--- src/common/supply_limit_defs.svh ---
// Purpose: width, field positions, reset values and timing counts of the supply limit register
// Assumes: 125 MHz core clock
// Notes: definitions only
`ifndef SUPPLY_LIMIT_DEFS_SVH
`define SUPPLY_LIMIT_DEFS_SVH

`define SLC_WIDTH 16
`define SLC_RESET 16'hAA90

`define SLC_POS_UV_MSB 15
`define SLC_POS_UV_LSB 14
`define SLC_POS_OV_MSB 13
`define SLC_POS_OV_LSB 12
`define SLC_NEG_UV_MSB 11
`define SLC_NEG_UV_LSB 10
`define SLC_NEG_OV_MSB 9
`define SLC_NEG_OV_LSB 8
`define SLC_SAMP_EN_BIT 7
`define SLC_MODE_MSB 6
`define SLC_MODE_LSB 5
`define SLC_DLY_MSB 4
`define SLC_DLY_LSB 3
`define SLC_REPORT_BIT 2
`define SLC_FS_MSB 1
`define SLC_FS_LSB 0

`define CLK_PERIOD_NS 8
`define SAMP_DLY0_NS 280
`define SAMP_DLY1_NS 560
`define SAMP_DLY2_NS 840
`define SAMP_DLY3_NS 1120
// least times, rounded up to whole cycles
`define NS_TO_CYC(t) (((t) + `CLK_PERIOD_NS - 1) / `CLK_PERIOD_NS)

`define CNT_WIDTH 12
`define NUM_FAULT_SRC 4

`endif

--- src/common/supply_limit_pkg.sv ---
// Purpose: types shared by the supply limit register and the sample timer
// Assumes: nothing
// Notes: field values and counts live in supply_limit_defs.svh
`default_nettype none
package supply_limit_pkg;

	typedef enum logic [1:0] {
		SAMP_CENTER,
		SAMP_EDGE,
		SAMP_HYBRID,
		SAMP_RESERVED
	} samp_mode_t;

	typedef enum logic [1:0] {
		FS_PULL_LOW,
		FS_PULL_HIGH,
		FS_HI_Z,
		FS_NO_ACTION
	} fs_state_t;

	typedef struct packed {
		logic [1:0] pos_uv_code;
		logic [1:0] pos_ov_code;
		logic [1:0] neg_uv_code;
		logic [1:0] neg_ov_code;
		logic samp_en;
		samp_mode_t samp_mode;
		logic [1:0] samp_dly_code;
		logic report_en;
		fs_state_t fs_state;
	} slc_fields_t;

	// threshold pairs in millivolts, signed
	typedef struct packed {
		logic signed [15:0] pos_uv_rise_mv;
		logic signed [15:0] pos_uv_fall_mv;
		logic signed [15:0] pos_ov_recover_mv;
		logic signed [15:0] pos_ov_trip_mv;
		logic signed [15:0] neg_uv_on_mv;
		logic signed [15:0] neg_uv_off_mv;
		logic signed [15:0] neg_ov_on_mv;
		logic signed [15:0] neg_ov_off_mv;
	} thresholds_t;

	typedef struct packed {
		logic pullup_en_n;
		logic pulldown_en_n;
	} gate_drive_t;

endpackage
`default_nettype wire

--- src/rtl/converter_sample_timer.sv ---
// Purpose: places the converter sampling point after each pwm rising edge
// Assumes: pwm synchronous to clk
// Notes: center modes use the previous high time, so the first pulse after reset is edge-timed or skipped
`timescale 1ns/1ns
`default_nettype none
`include "supply_limit_defs.svh"
module converter_sample_timer (
	// clock and reset
	input wire logic clk,
	input wire logic nrst,
	// configuration
	input wire logic samp_en,
	input wire supply_limit_pkg::samp_mode_t samp_mode,
	input wire logic [`CNT_WIDTH-1:0] min_delay_cyc,
	// pwm and strobe
	input wire logic pwm,
	output logic sample_pulse
);
	import supply_limit_pkg::*;

	logic pwm_q;
	logic armed_q, armed_d;
	logic [`CNT_WIDTH-1:0] cnt_q, cnt_d;
	logic [`CNT_WIDTH-1:0] half_q, half_d;
	logic pulse_q, pulse_d;

	wire rise = pwm & ~pwm_q;
	wire fall = ~pwm & pwm_q;
	wire cnt_max = &cnt_q;
	wire half_ok = half_q >= min_delay_cyc;
	wire [`CNT_WIDTH-1:0] hybrid_tgt = half_ok ? half_q : min_delay_cyc;
	logic [`CNT_WIDTH-1:0] target;
	logic mode_ok;

	always_comb begin
		target = min_delay_cyc;
		mode_ok = 1'b1;
		case (samp_mode)
			SAMP_EDGE: target = min_delay_cyc;
			// centre sample that would break the minimum delay is skipped
			SAMP_CENTER: begin
				target = half_q;
				mode_ok = half_ok;
			end
			SAMP_HYBRID: target = hybrid_tgt;
			default: mode_ok = 1'b0;
		endcase
	end

	always_comb begin
		cnt_d = cnt_max ? cnt_q : cnt_q + `CNT_WIDTH'(1);
		armed_d = armed_q;
		half_d = half_q;
		pulse_d = 1'b0;
		if (rise) begin
			cnt_d = '0;
			armed_d = samp_en & mode_ok;
		end else if (armed_q && cnt_q >= target && cnt_q >= min_delay_cyc) begin
			pulse_d = samp_en;
			armed_d = 1'b0;
		end
		if (fall) begin
			half_d = {1'b0, cnt_q[`CNT_WIDTH-1:1]};
		end
	end

	always_ff @(posedge clk) begin
		if (!nrst) begin
			pwm_q <= 1'b0;
			armed_q <= 1'b0;
			cnt_q <= '0;
			half_q <= '0;
			pulse_q <= 1'b0;
		end else begin
			pwm_q <= pwm;
			armed_q <= armed_d;
			cnt_q <= cnt_d;
			half_q <= half_d;
			pulse_q <= pulse_d;
		end
	end

	assign sample_pulse = pulse_q;

endmodule // converter_sample_timer
`default_nettype wire

--- src/rtl/supply_limit_adc_config.sv ---
// Purpose: supply limit and converter configuration register with its fault and sampling logic
// Assumes: register port driven by the serial configuration interface on clk
// Notes: thresholds leave as codes and as millivolt values for the analog comparators
`timescale 1ns/1ns
`default_nettype none
`include "supply_limit_defs.svh"
module supply_limit_adc_config (
	// clock and reset
	input wire logic clk,
	input wire logic nrst,
	// register port
	input wire logic cfg_wr,
	input wire logic [`SLC_WIDTH-1:0] cfg_wdata,
	output logic [`SLC_WIDTH-1:0] cfg_rdata,
	// threshold selections
	output logic [1:0] pos_supply_undervolt_threshold,
	output logic [1:0] pos_supply_overvolt_threshold,
	output logic [1:0] neg_supply_undervolt_threshold,
	output logic [1:0] neg_supply_overvolt_threshold,
	output supply_limit_pkg::thresholds_t thresholds,
	// converter sampling
	input wire logic pwm,
	output logic converter_sample_strobe,
	// converter faults, mask bit high hides a source
	input wire logic [`NUM_FAULT_SRC-1:0] conv_fault_src,
	input wire logic [`NUM_FAULT_SRC-1:0] conv_fault_mask,
	output logic fault_alarm_output_n,
	// gate outputs, enables low while driving
	output supply_limit_pkg::gate_drive_t gate_drive
);
	import supply_limit_pkg::*;

	logic [`SLC_WIDTH-1:0] reg_q;
	logic [`SLC_WIDTH-1:0] reg_d;
	slc_fields_t fld;
	thresholds_t thr_d;
	thresholds_t thr_q;
	gate_drive_t drive_d;
	gate_drive_t drive_q;
	logic alarm_n_q;
	logic strobe_q;
	logic sample_pulse;
	logic [`CNT_WIDTH-1:0] delay_cyc;

	// register storage
	// one word, every field read/write; code 3 in the mode field is kept as written
	assign reg_d = cfg_wr ? cfg_wdata : reg_q;

	always_ff @(posedge clk) begin
		if (!nrst) begin
			reg_q <= `SLC_RESET;
		end else begin
			reg_q <= reg_d;
		end
	end

	// field decode
	// enum casts are safe: all four codes of both fields are named
	assign fld.pos_uv_code = reg_q[`SLC_POS_UV_MSB:`SLC_POS_UV_LSB];
	assign fld.pos_ov_code = reg_q[`SLC_POS_OV_MSB:`SLC_POS_OV_LSB];
	assign fld.neg_uv_code = reg_q[`SLC_NEG_UV_MSB:`SLC_NEG_UV_LSB];
	assign fld.neg_ov_code = reg_q[`SLC_NEG_OV_MSB:`SLC_NEG_OV_LSB];
	assign fld.samp_en = reg_q[`SLC_SAMP_EN_BIT];
	assign fld.samp_mode = samp_mode_t'(reg_q[`SLC_MODE_MSB:`SLC_MODE_LSB]);
	assign fld.samp_dly_code = reg_q[`SLC_DLY_MSB:`SLC_DLY_LSB];
	assign fld.report_en = reg_q[`SLC_REPORT_BIT];
	assign fld.fs_state = fs_state_t'(reg_q[`SLC_FS_MSB:`SLC_FS_LSB]);

	// millivolt lookups; a code step is a fixed pair, so each is one small table
	function automatic logic signed [15:0] pos_uv_rise(input logic [1:0] c);
		case (c)
			2'h0: pos_uv_rise = 16'sd16000;
			2'h1: pos_uv_rise = 16'sd14000;
			2'h2: pos_uv_rise = 16'sd12000;
			default: pos_uv_rise = 16'sd10000;
		endcase
	endfunction

	function automatic logic signed [15:0] pos_ov_recover(input logic [1:0] c);
		case (c)
			2'h0: pos_ov_recover = 16'sd23000;
			2'h1: pos_ov_recover = 16'sd21000;
			2'h2: pos_ov_recover = 16'sd19000;
			default: pos_ov_recover = 16'sd17000;
		endcase
	endfunction

	function automatic logic signed [15:0] neg_uv_on(input logic [1:0] c);
		case (c)
			2'h0: neg_uv_on = -16'sd3000;
			2'h1: neg_uv_on = -16'sd5000;
			2'h2: neg_uv_on = -16'sd8000;
			default: neg_uv_on = -16'sd10000;
		endcase
	endfunction

	function automatic logic signed [15:0] neg_ov_on(input logic [1:0] c);
		case (c)
			2'h0: neg_ov_on = -16'sd5000;
			2'h1: neg_ov_on = -16'sd7000;
			2'h2: neg_ov_on = -16'sd10000;
			default: neg_ov_on = -16'sd12000;
		endcase
	endfunction

	// second value of every pair sits 1 V from the first
	assign thr_d.pos_uv_rise_mv = pos_uv_rise(fld.pos_uv_code);
	assign thr_d.pos_uv_fall_mv = pos_uv_rise(fld.pos_uv_code) - 16'sd1000;
	assign thr_d.pos_ov_recover_mv = pos_ov_recover(fld.pos_ov_code);
	assign thr_d.pos_ov_trip_mv = pos_ov_recover(fld.pos_ov_code) + 16'sd1000;
	assign thr_d.neg_uv_on_mv = neg_uv_on(fld.neg_uv_code);
	assign thr_d.neg_uv_off_mv = neg_uv_on(fld.neg_uv_code) + 16'sd1000;
	assign thr_d.neg_ov_on_mv = neg_ov_on(fld.neg_ov_code);
	assign thr_d.neg_ov_off_mv = neg_ov_on(fld.neg_ov_code) - 16'sd1000;

	// sampling delay in cycles, least time rounded up
	// 8 ns clock divides every step exactly, so the rounding never adds a cycle
	wire [`CNT_WIDTH-1:0] dly0_cyc = `CNT_WIDTH'(`NS_TO_CYC(`SAMP_DLY0_NS));
	wire [`CNT_WIDTH-1:0] dly1_cyc = `CNT_WIDTH'(`NS_TO_CYC(`SAMP_DLY1_NS));
	wire [`CNT_WIDTH-1:0] dly2_cyc = `CNT_WIDTH'(`NS_TO_CYC(`SAMP_DLY2_NS));
	wire [`CNT_WIDTH-1:0] dly3_cyc = `CNT_WIDTH'(`NS_TO_CYC(`SAMP_DLY3_NS));

	always_comb begin
		case (fld.samp_dly_code)
			2'h0: delay_cyc = dly0_cyc;
			2'h1: delay_cyc = dly1_cyc;
			2'h2: delay_cyc = dly2_cyc;
			default: delay_cyc = dly3_cyc;
		endcase
	end

	// reserved mode code 3 stops sampling rather than guessing a placement;
	// the enable is gated too, so code 3 written after a rise also drops an armed sample
	wire samp_allowed = fld.samp_en & (fld.samp_mode != SAMP_RESERVED);
	converter_sample_timer u_timer (
		.clk(clk),
		.nrst(nrst),
		.samp_en(samp_allowed),
		.samp_mode(fld.samp_mode),
		.min_delay_cyc(delay_cyc),
		.pwm(pwm),
		.sample_pulse(sample_pulse)
	);

	// converter fault qualification, one gate per source
	// a high mask bit hides its source from the alarm and the gate override alike
	wire [`NUM_FAULT_SRC-1:0] fault_live;
	genvar gi;
	generate
		for (gi = 0; gi < `NUM_FAULT_SRC; gi = gi + 1) begin : g_fault
			assign fault_live[gi] = conv_fault_src[gi] & ~conv_fault_mask[gi];
		end
	endgenerate

	wire fault_any = |fault_live;
	wire alarm_n_d = ~(fault_any & fld.report_en);

	// gate drive: normal follows pwm, fault state overrides unless no action
	// limitation: both stages swap in one cycle, no dead time is inserted here
	always_comb begin
		drive_d.pullup_en_n = ~pwm;
		drive_d.pulldown_en_n = pwm;
		if (fault_any) begin
			case (fld.fs_state)
				FS_PULL_LOW: begin
					drive_d.pullup_en_n = 1'b1;
					drive_d.pulldown_en_n = 1'b0;
				end
				FS_PULL_HIGH: begin
					drive_d.pullup_en_n = 1'b0;
					drive_d.pulldown_en_n = 1'b1;
				end
				FS_HI_Z: begin
					drive_d.pullup_en_n = 1'b1;
					drive_d.pulldown_en_n = 1'b1;
				end
				default: begin
					drive_d.pullup_en_n = ~pwm;
					drive_d.pulldown_en_n = pwm;
				end
			endcase
		end
	end

	// output flops; the gate defaults to pulled low while in reset
	// thresholds read zero in reset and settle one edge after release
	always_ff @(posedge clk) begin
		if (!nrst) begin
			thr_q <= '0;
			drive_q <= '{pullup_en_n: 1'b1, pulldown_en_n: 1'b0};
			alarm_n_q <= 1'b1;
			strobe_q <= 1'b0;
		end else begin
			thr_q <= thr_d;
			drive_q <= drive_d;
			alarm_n_q <= alarm_n_d;
			strobe_q <= sample_pulse;
		end
	end

	// codes come straight off the register flops, no extra stage
	assign cfg_rdata = reg_q;
	assign pos_supply_undervolt_threshold = reg_q[`SLC_POS_UV_MSB:`SLC_POS_UV_LSB];
	assign pos_supply_overvolt_threshold = reg_q[`SLC_POS_OV_MSB:`SLC_POS_OV_LSB];
	assign neg_supply_undervolt_threshold = reg_q[`SLC_NEG_UV_MSB:`SLC_NEG_UV_LSB];
	assign neg_supply_overvolt_threshold = reg_q[`SLC_NEG_OV_MSB:`SLC_NEG_OV_LSB];
	assign thresholds = thr_q;
	assign converter_sample_strobe = strobe_q;
	assign fault_alarm_output_n = alarm_n_q;
	assign gate_drive = drive_q;

endmodule // supply_limit_adc_config
`default_nettype wire

--- config.mk ---
export PLATFORM = sky130hd
export DESIGN_NAME = supply_limit_adc_config
export DESIGN_NICKNAME = d
export VERILOG_FILES = /design/src/common/supply_limit_pkg.sv /design/src/rtl/converter_sample_timer.sv /design/src/rtl/supply_limit_adc_config.sv
export VERILOG_INCLUDE_DIRS = /design/src /design/src/common
export SDC_FILE = /design/constraint.sdc
export NUM_CORES = 1
export LEC_CHECK = 0
export ABC_AREA = 1
export BUFFER_PORTS_ARGS = -buffer_cell sky130_fd_sc_hd__buf_2
export CAP_MARGIN = 10
export CORE_MARGIN = 10
export CORE_UTILIZATION = 52
export CTS_CLUSTER_DIAMETER = 150
export DETAILED_ROUTE_END_ITERATION = 7
export PLACE_DENSITY = 0.89
export SYNTH_ARGS = -nofsm -noshare
export SYNTH_HDL_FRONTEND = slang
export SYNTH_SLANG_ARGS = --single-unit
--- constraint.sdc ---
create_clock -name clk -period 5.3 [get_ports clk]
set_clock_uncertainty 0.1 [all_clocks]
set_input_delay 1.06 -clock clk [delete_from_list [all_inputs] [get_ports clk]]
set_output_delay 1.06 -clock clk [all_outputs]
set_load 0.01 [all_outputs]
Word-level counts from Yosys, hierarchy flattened:

Cells that the tools add are included.

* input bits: 28
* output and inout bits: 156
* register bits after elaboration: 174
* logic and storage cells: 86

* reductions and logical operators: 15
* $add $sub $neg: 5
* bitwise logic cells: 18
* magnitude comparators: 3
* multiplexer cells: 12
* eq/ne operators: 15

Operator list (number)
* case mux 14 bit (3 select lines): 2
* case mux 13 bit (3 select lines): 2
* adder 16 x 11 -> 16 bit, second input constant: 2
* subtractor 16 x 11 -> 16 bit, second input constant: 2
* case mux 12 bit (2 select lines): 1
* case mux 8 bit (3 select lines): 1
* == test 2 x 1 -> 1 bit, second input constant: 7
* == test 2 bit, second input constant: 7
* zero test 2 bit: 7
* adder 12 x 1 -> 12 bit, second input constant: 1
* greater-or-equal comparator 12 bit: 1
* greater-or-equal comparator 12 x 8 -> 1 bit: 1
* AND reduction 12 bit: 1
* greater-or-equal comparator 11 x 8 -> 1 bit: 1
* two-way mux 11 bit: 1
* AND 1 bit: 9
* inverter 1 bit: 9
* case mux 2 bit (3 select lines): 1
* OR reduction 2 bit: 2
* OR reduction 4 bit: 1
* OR reduction 3 bit: 1
* logical AND 1 bit: 2
* two-way mux 1 bit: 2
* two-way mux 2 bit: 1
* 3 further kinds: 3

Logic depth before layout (Yosys ltp):

* depth after elaboration: 10
* depth in mapped cells: 23
* depth with buffers taken out: 23

Modules after synthesis:

A second synthesis with hierarchy kept.

* cell total of the unflattened synthesis: 728
* area, all modules: 5586.6 sq um

Modules (own cells, without submodules)
* supply_limit_adc_config: cells each 359, times used 1, area an instance 3185.6 sq um, seq. area each 1341.3 sq um
* converter_sample_timer: cells each 369, times used 1, area an instance 2401.1 sq um, seq. area each 520.5 sq um

Worst setup path after synthesis:

Ideal clock, no wire load.

* kind: reg-to-reg
* from: register reg_q[3], in the netlist cfg_rdata[3]
* to: register u_timer.armed_q
* arrival: 2.981 ns
* stages on the path, launching flop included: 24
* data required time: 5.129 ns
* buffers on the path: 1
* setup slack: 2.148 ns
* cells stage by stage: dfxtp_1 > inv_1 > ha_1 > o21ai_0 > ha_1 > nand2_1 > nor2_1 > a21oi_4 > nand3_2 > buf_6 > nand2_1 > nand3_1 > nand2_1 > o21ai_1 > ha_1 > nand2_1 > inv_1 > nand2_1 > nand2_1 > a21oi_1 > nand2_1 > nand3_1 > nand2_1 > a21oi_1

* cells in the longest elaborated chain, start to end: 9
* elaborated cells between the ends (all ways): 15
* those cells by class: 3 x order compare; 2 x eq/ne; 5 x mux; 1 x bitwise; 4 x reduce/logical

RTL lines
* start: declaration: RTL line supply_limit_adc_config.sv:33 `` logic [`SLC_WIDTH-1:0] reg_q; ``
* start signal: assignment: RTL line supply_limit_adc_config.sv:51 `` reg_q <= `SLC_RESET; ``
* start signal: assignment: RTL line supply_limit_adc_config.sv:53 `reg_q <= reg_d;`
* == test 2 bit (tied with other cells): RTL line supply_limit_adc_config.sv:124 `case (fld.samp_dly_code)`
* case mux 8 bit (3 select lines) (*): RTL line supply_limit_adc_config.sv:124
* greater-or-equal comparator 11 x 8 -> 1 bit: RTL line converter_sample_timer.sv:30 `wire half_ok = half_q >= min_delay_cyc;`
* two-way mux 11 bit: RTL line converter_sample_timer.sv:31 `` wire [`CNT_WIDTH-1:0] hybrid_tgt = half_ok ? half_q : min_delay_cyc; ``
* case mux 12 bit (2 select lines): RTL line converter_sample_timer.sv:38 `case (samp_mode)`
* greater-or-equal comparator 12 bit: RTL line converter_sample_timer.sv:58 `end else if (armed_q && cnt_q >= target && cnt_q >= min_delay_cyc) begin`
* logical AND 1 bit (2 in a row): RTL line converter_sample_timer.sv:58
* nonzero test 2 bit (no line)
* end signal: assignment: RTL line converter_sample_timer.sv:76 `armed_q <= armed_d;`
* end: declaration: RTL line converter_sample_timer.sv:22 `logic armed_q, armed_d;`

Mark *: on every way between the ends. The rest lies on a longest branch, timed or not.
A chain may end at the register's enable or synchronous reset.

Final worst setup path:

Same ends and word-level chain as after synthesis.

==> metrics.md <==
| Metric | Value |
|---|---|
| Die X | 121 um |
| Register area share after synthesis | 35.8% |
| Number of gates resized after CTS | 0 |
| CTS tree | built |
| Row count | 36 |
| Total CTS buffers | 9 |
| Startpoint Class | flip-flop |
| Top-area cell type share of the netlist area | 35.8% |
| Cell taking the most area after synthesis | dfxtp_1 |
| Worst path required time | 5.43 ns |
| Power Dens Cells | 284 nW/um^2 |
| DRC | 0 |
| Remaining antenna violation count after routing | 0 |
| R2R Setup Slk | 1.63 ns |
| First DRT Iteration DRCs | 337 |
| Port Buffers | 143 |
| Worst R2R Start | cfg_rdata[3]$_SDFFE_PN0P_ |
| Clock latency at the later pin of the worst-skew pair | 0.36 ns |
| GRT Total Usage | 17.4% |
| Final hold viol count | 0 |
| Max Freq | 0.273 GHz |
| Detailed Place HPWL | 10100 um |
| CTS Sinks | 94 |
| Post-synthesis register bit count | 94 |
| Routed length per instance | 14.5 um |
| Area of the core | 9820 sq um |
| VDD IR max | 0.153 mV |
| Number of global-route vias before repair | 4384 |
| Avg Inst Size Synth | 7.85 sq um |
| Reg2Reg Depth | 21 |
| Critical path arrival | 3.80 ns |
| Post-CTS Hold Fix Bufs | 0 |
| Drt first pass iters | 5 |
| Largest net degree at the start of global routing | 42 |
| Worst min path class | reg2reg |
| Crit path time final | 3.67 ns |
| Die Area | 14500 sq um |
| Area Growth Syn to Fin | 10.1% |
| Post-place setup slack | 1.79 ns |
| Antenna violations before repair | 1 |
| First-pass GRT wire length | 21200 um |
| Layout cell share with drive strength beyond 1 | 24.3% |
| Hold depth | 1 |
| Clk slew on worst S/H paths | 0.09 ns |
| RSZ-0062 raised after global routing | no |
| Total number of vias | 4344 |
| Fin. max-slew vios | 0 |
| Rel. slew slack | 53.7% |
| Post-Syn Instances | 669 |
| Drt total wl | 13100 um |
| Hold_sp | cfg_rdata[2]$_SDFFE_PN0P_ |
| CP endpoint kind | flip-flop |
| Root buffer cell | clkbuf_8 |
| Final worst-path cycle share | 69.2% |
| Commonest cells in the synthesized netlist | 94 x dfxtp_1, 94 x nand2_1, 88 x buf_4, 87 x inv_1, 62 x ha_1 |
| Setup WS post-layout | 1.63 ns |
| Worst Max-Slew Pin Slew | 0.695 ns |
| Critical path startpoint | cfg_rdata[3]$_SDFFE_PN0P_ |
| Synth Warn # | 0 |
| CP Class | reg2reg |
| Total of max-cap violations | 0 |
| Top-Level Pins | 184 |
| Max H-tree Level | 3 |
| NumNets Final | 851 |
| Vias/cell | 4.83 |
| Leakage | 0.00317 uW |
| Grt total ovfl | 0 |
| Max FO, Critical Path | 13 |
| Post-CTS setup buffers | 0 |
| Setup violations, final | 0 |
| Max Root-Sink Buffers | 2 |
| Status | finished clean |
| Starting Density | 53.5% |
| Die height | 121 um |
| Fin Setup TNS | 0 ns |
| Netlist cell types | 38 |
| Top_reg_cell synth | dfxtp_1 |
| RePlAce Congestion | 0.978 |
| Post-Syn Area | 5250 sq um |
| Synth async-reset ratio | 0% |
| EDFF count, synth | 0 |
| Largest cells by area after synthesis | dfxtp_1 36%, ha_1 15%, buf_4 13%, nand2_1 6.7%, inv_1 6.2% |
==> worst max-delay path, stage by stage (launching register included) <==
cell     delay [ns]
dfxtp_1        0.45
inv_1          0.19
ha_1           0.24
o21ai_0        0.36
ha_1           0.22
nand2_1        0.05
nor2_1         0.22
a21oi_4        0.10
nand3_2        0.22
nor2_1         0.08
nor2_2         0.19
nand2_1        0.11
ha_1           0.31
nand2_1        0.05
nor2_1         0.16
nand2_1        0.07
nor2_1         0.08
nand2_1        0.06
nand2_1        0.06
nand3_1        0.08
nand2_1        0.07
a21oi_1        0.06
==> power by group <==
part | total, uW | internal [uW] | switching, uW
sequential | 780 | 751 | 28.9
combinational | 335 | 121 | 214
clock | 527 | 270 | 257
==> kinds of logic (layout without fill, tap and decap cells) <==
kind of cell,count (synthesis),count (layout),synth area share [%]
buf+inv,197,254,20.6
compound gates,110,110,11.1
other cells,1,42,0.0714
flops,94,94,35.8
xor+xnor,4,4,0.667
fa+ha+maj,62,62,14.8
simple gates,200,200,16.8
mux,1,1,0.214
==> metal layers <==
metal | vias up | GRT usage, % | wire length (um)
met1 | 1927 | 18.4 | 4980
li1 | 2169 | - | -
met3 | 31 | 6.38 | 1360
met5 | - | 0 | 0
met4 | 0 | 7.54 | 405
met2 | 217 | 30.6 | 6330
==> final cells by class <==
type                            instances  area [sq um]
Tap cell                              133           166
Clock buffer                           10           128
Multi-Input combinational cell        418          2440
Antenna cell                            1          2.50
Fill cell                             864          4030
Clock inverter                          6          92.6
Timing Repair Buffer                  143           716
Sequential cell                        94          1880
Inverter                               95           358
==> registers in the layout, indices dropped and copies added, names as in the netlist <==
signal / cells
converter_sample_strobe: 1
u_timer.cnt_q: 12
u_timer.half_q: 11
u_timer.sample_pulse: 1
cfg_rdata: 16
u_timer.pwm_q: 1
fault_alarm_output_n: 1
thresholds: 48
gate_drive: 2
u_timer.armed_q: 1
==> cell usage in the layout, fill, tap and decap left out, drive strengths merged <==
cell,netlist,routed
a21boi,1,1
a21oi,52,52
a22oi,1,1
a41oi,1,1
buf,91,143
bufinv,0,2
clkbuf,11,10
clkinv,1,2
clkinvlp,0,1
conb,1,41
dfxtp,94,94
diode,0,1
ha,62,62
inv,94,96
mux2,1,1
nand2,97,97
nand3,21,21
nand3b,1,1
nand4,5,5
nor2,60,60
nor3,11,11
nor4,1,1
o21a,1,1
o21ai,51,51
o21bai,1,1
o22ai,2,2
or2,4,4
xnor2,1,1
xor2,3,3
==> final timing paths <==
path / to
max reg2reg: u_timer.armed_q$_SDFFE_PN0P_
min: fault_alarm_output_n$_SDFF_PN1_
max: u_timer.armed_q$_SDFFE_PN0P_
min reg2reg: fault_alarm_output_n$_SDFF_PN1_
==> per-stage QoR <==
stage / cells / hold WS, ns / total power (uW) / instance area (sq um) / util [%]
after floorplan: 709 / 0.290 / 1060 / 5400 / -
after global placement: 883 / 0.292 / 1110 / 5560 / 56.7
after detailed placement: 883 / 0.297 / 1120 / 5560 / 56.7
after CTS: 899 / 0.318 / 1650 / 5780 / 58.9
after global routing: 900 / 0.330 / 1730 / 5790 / 58.9
final: 900 / 0.318 / 1640 / 5790 / 58.9
Note: power is estimated with default switching activity, not from simulation.
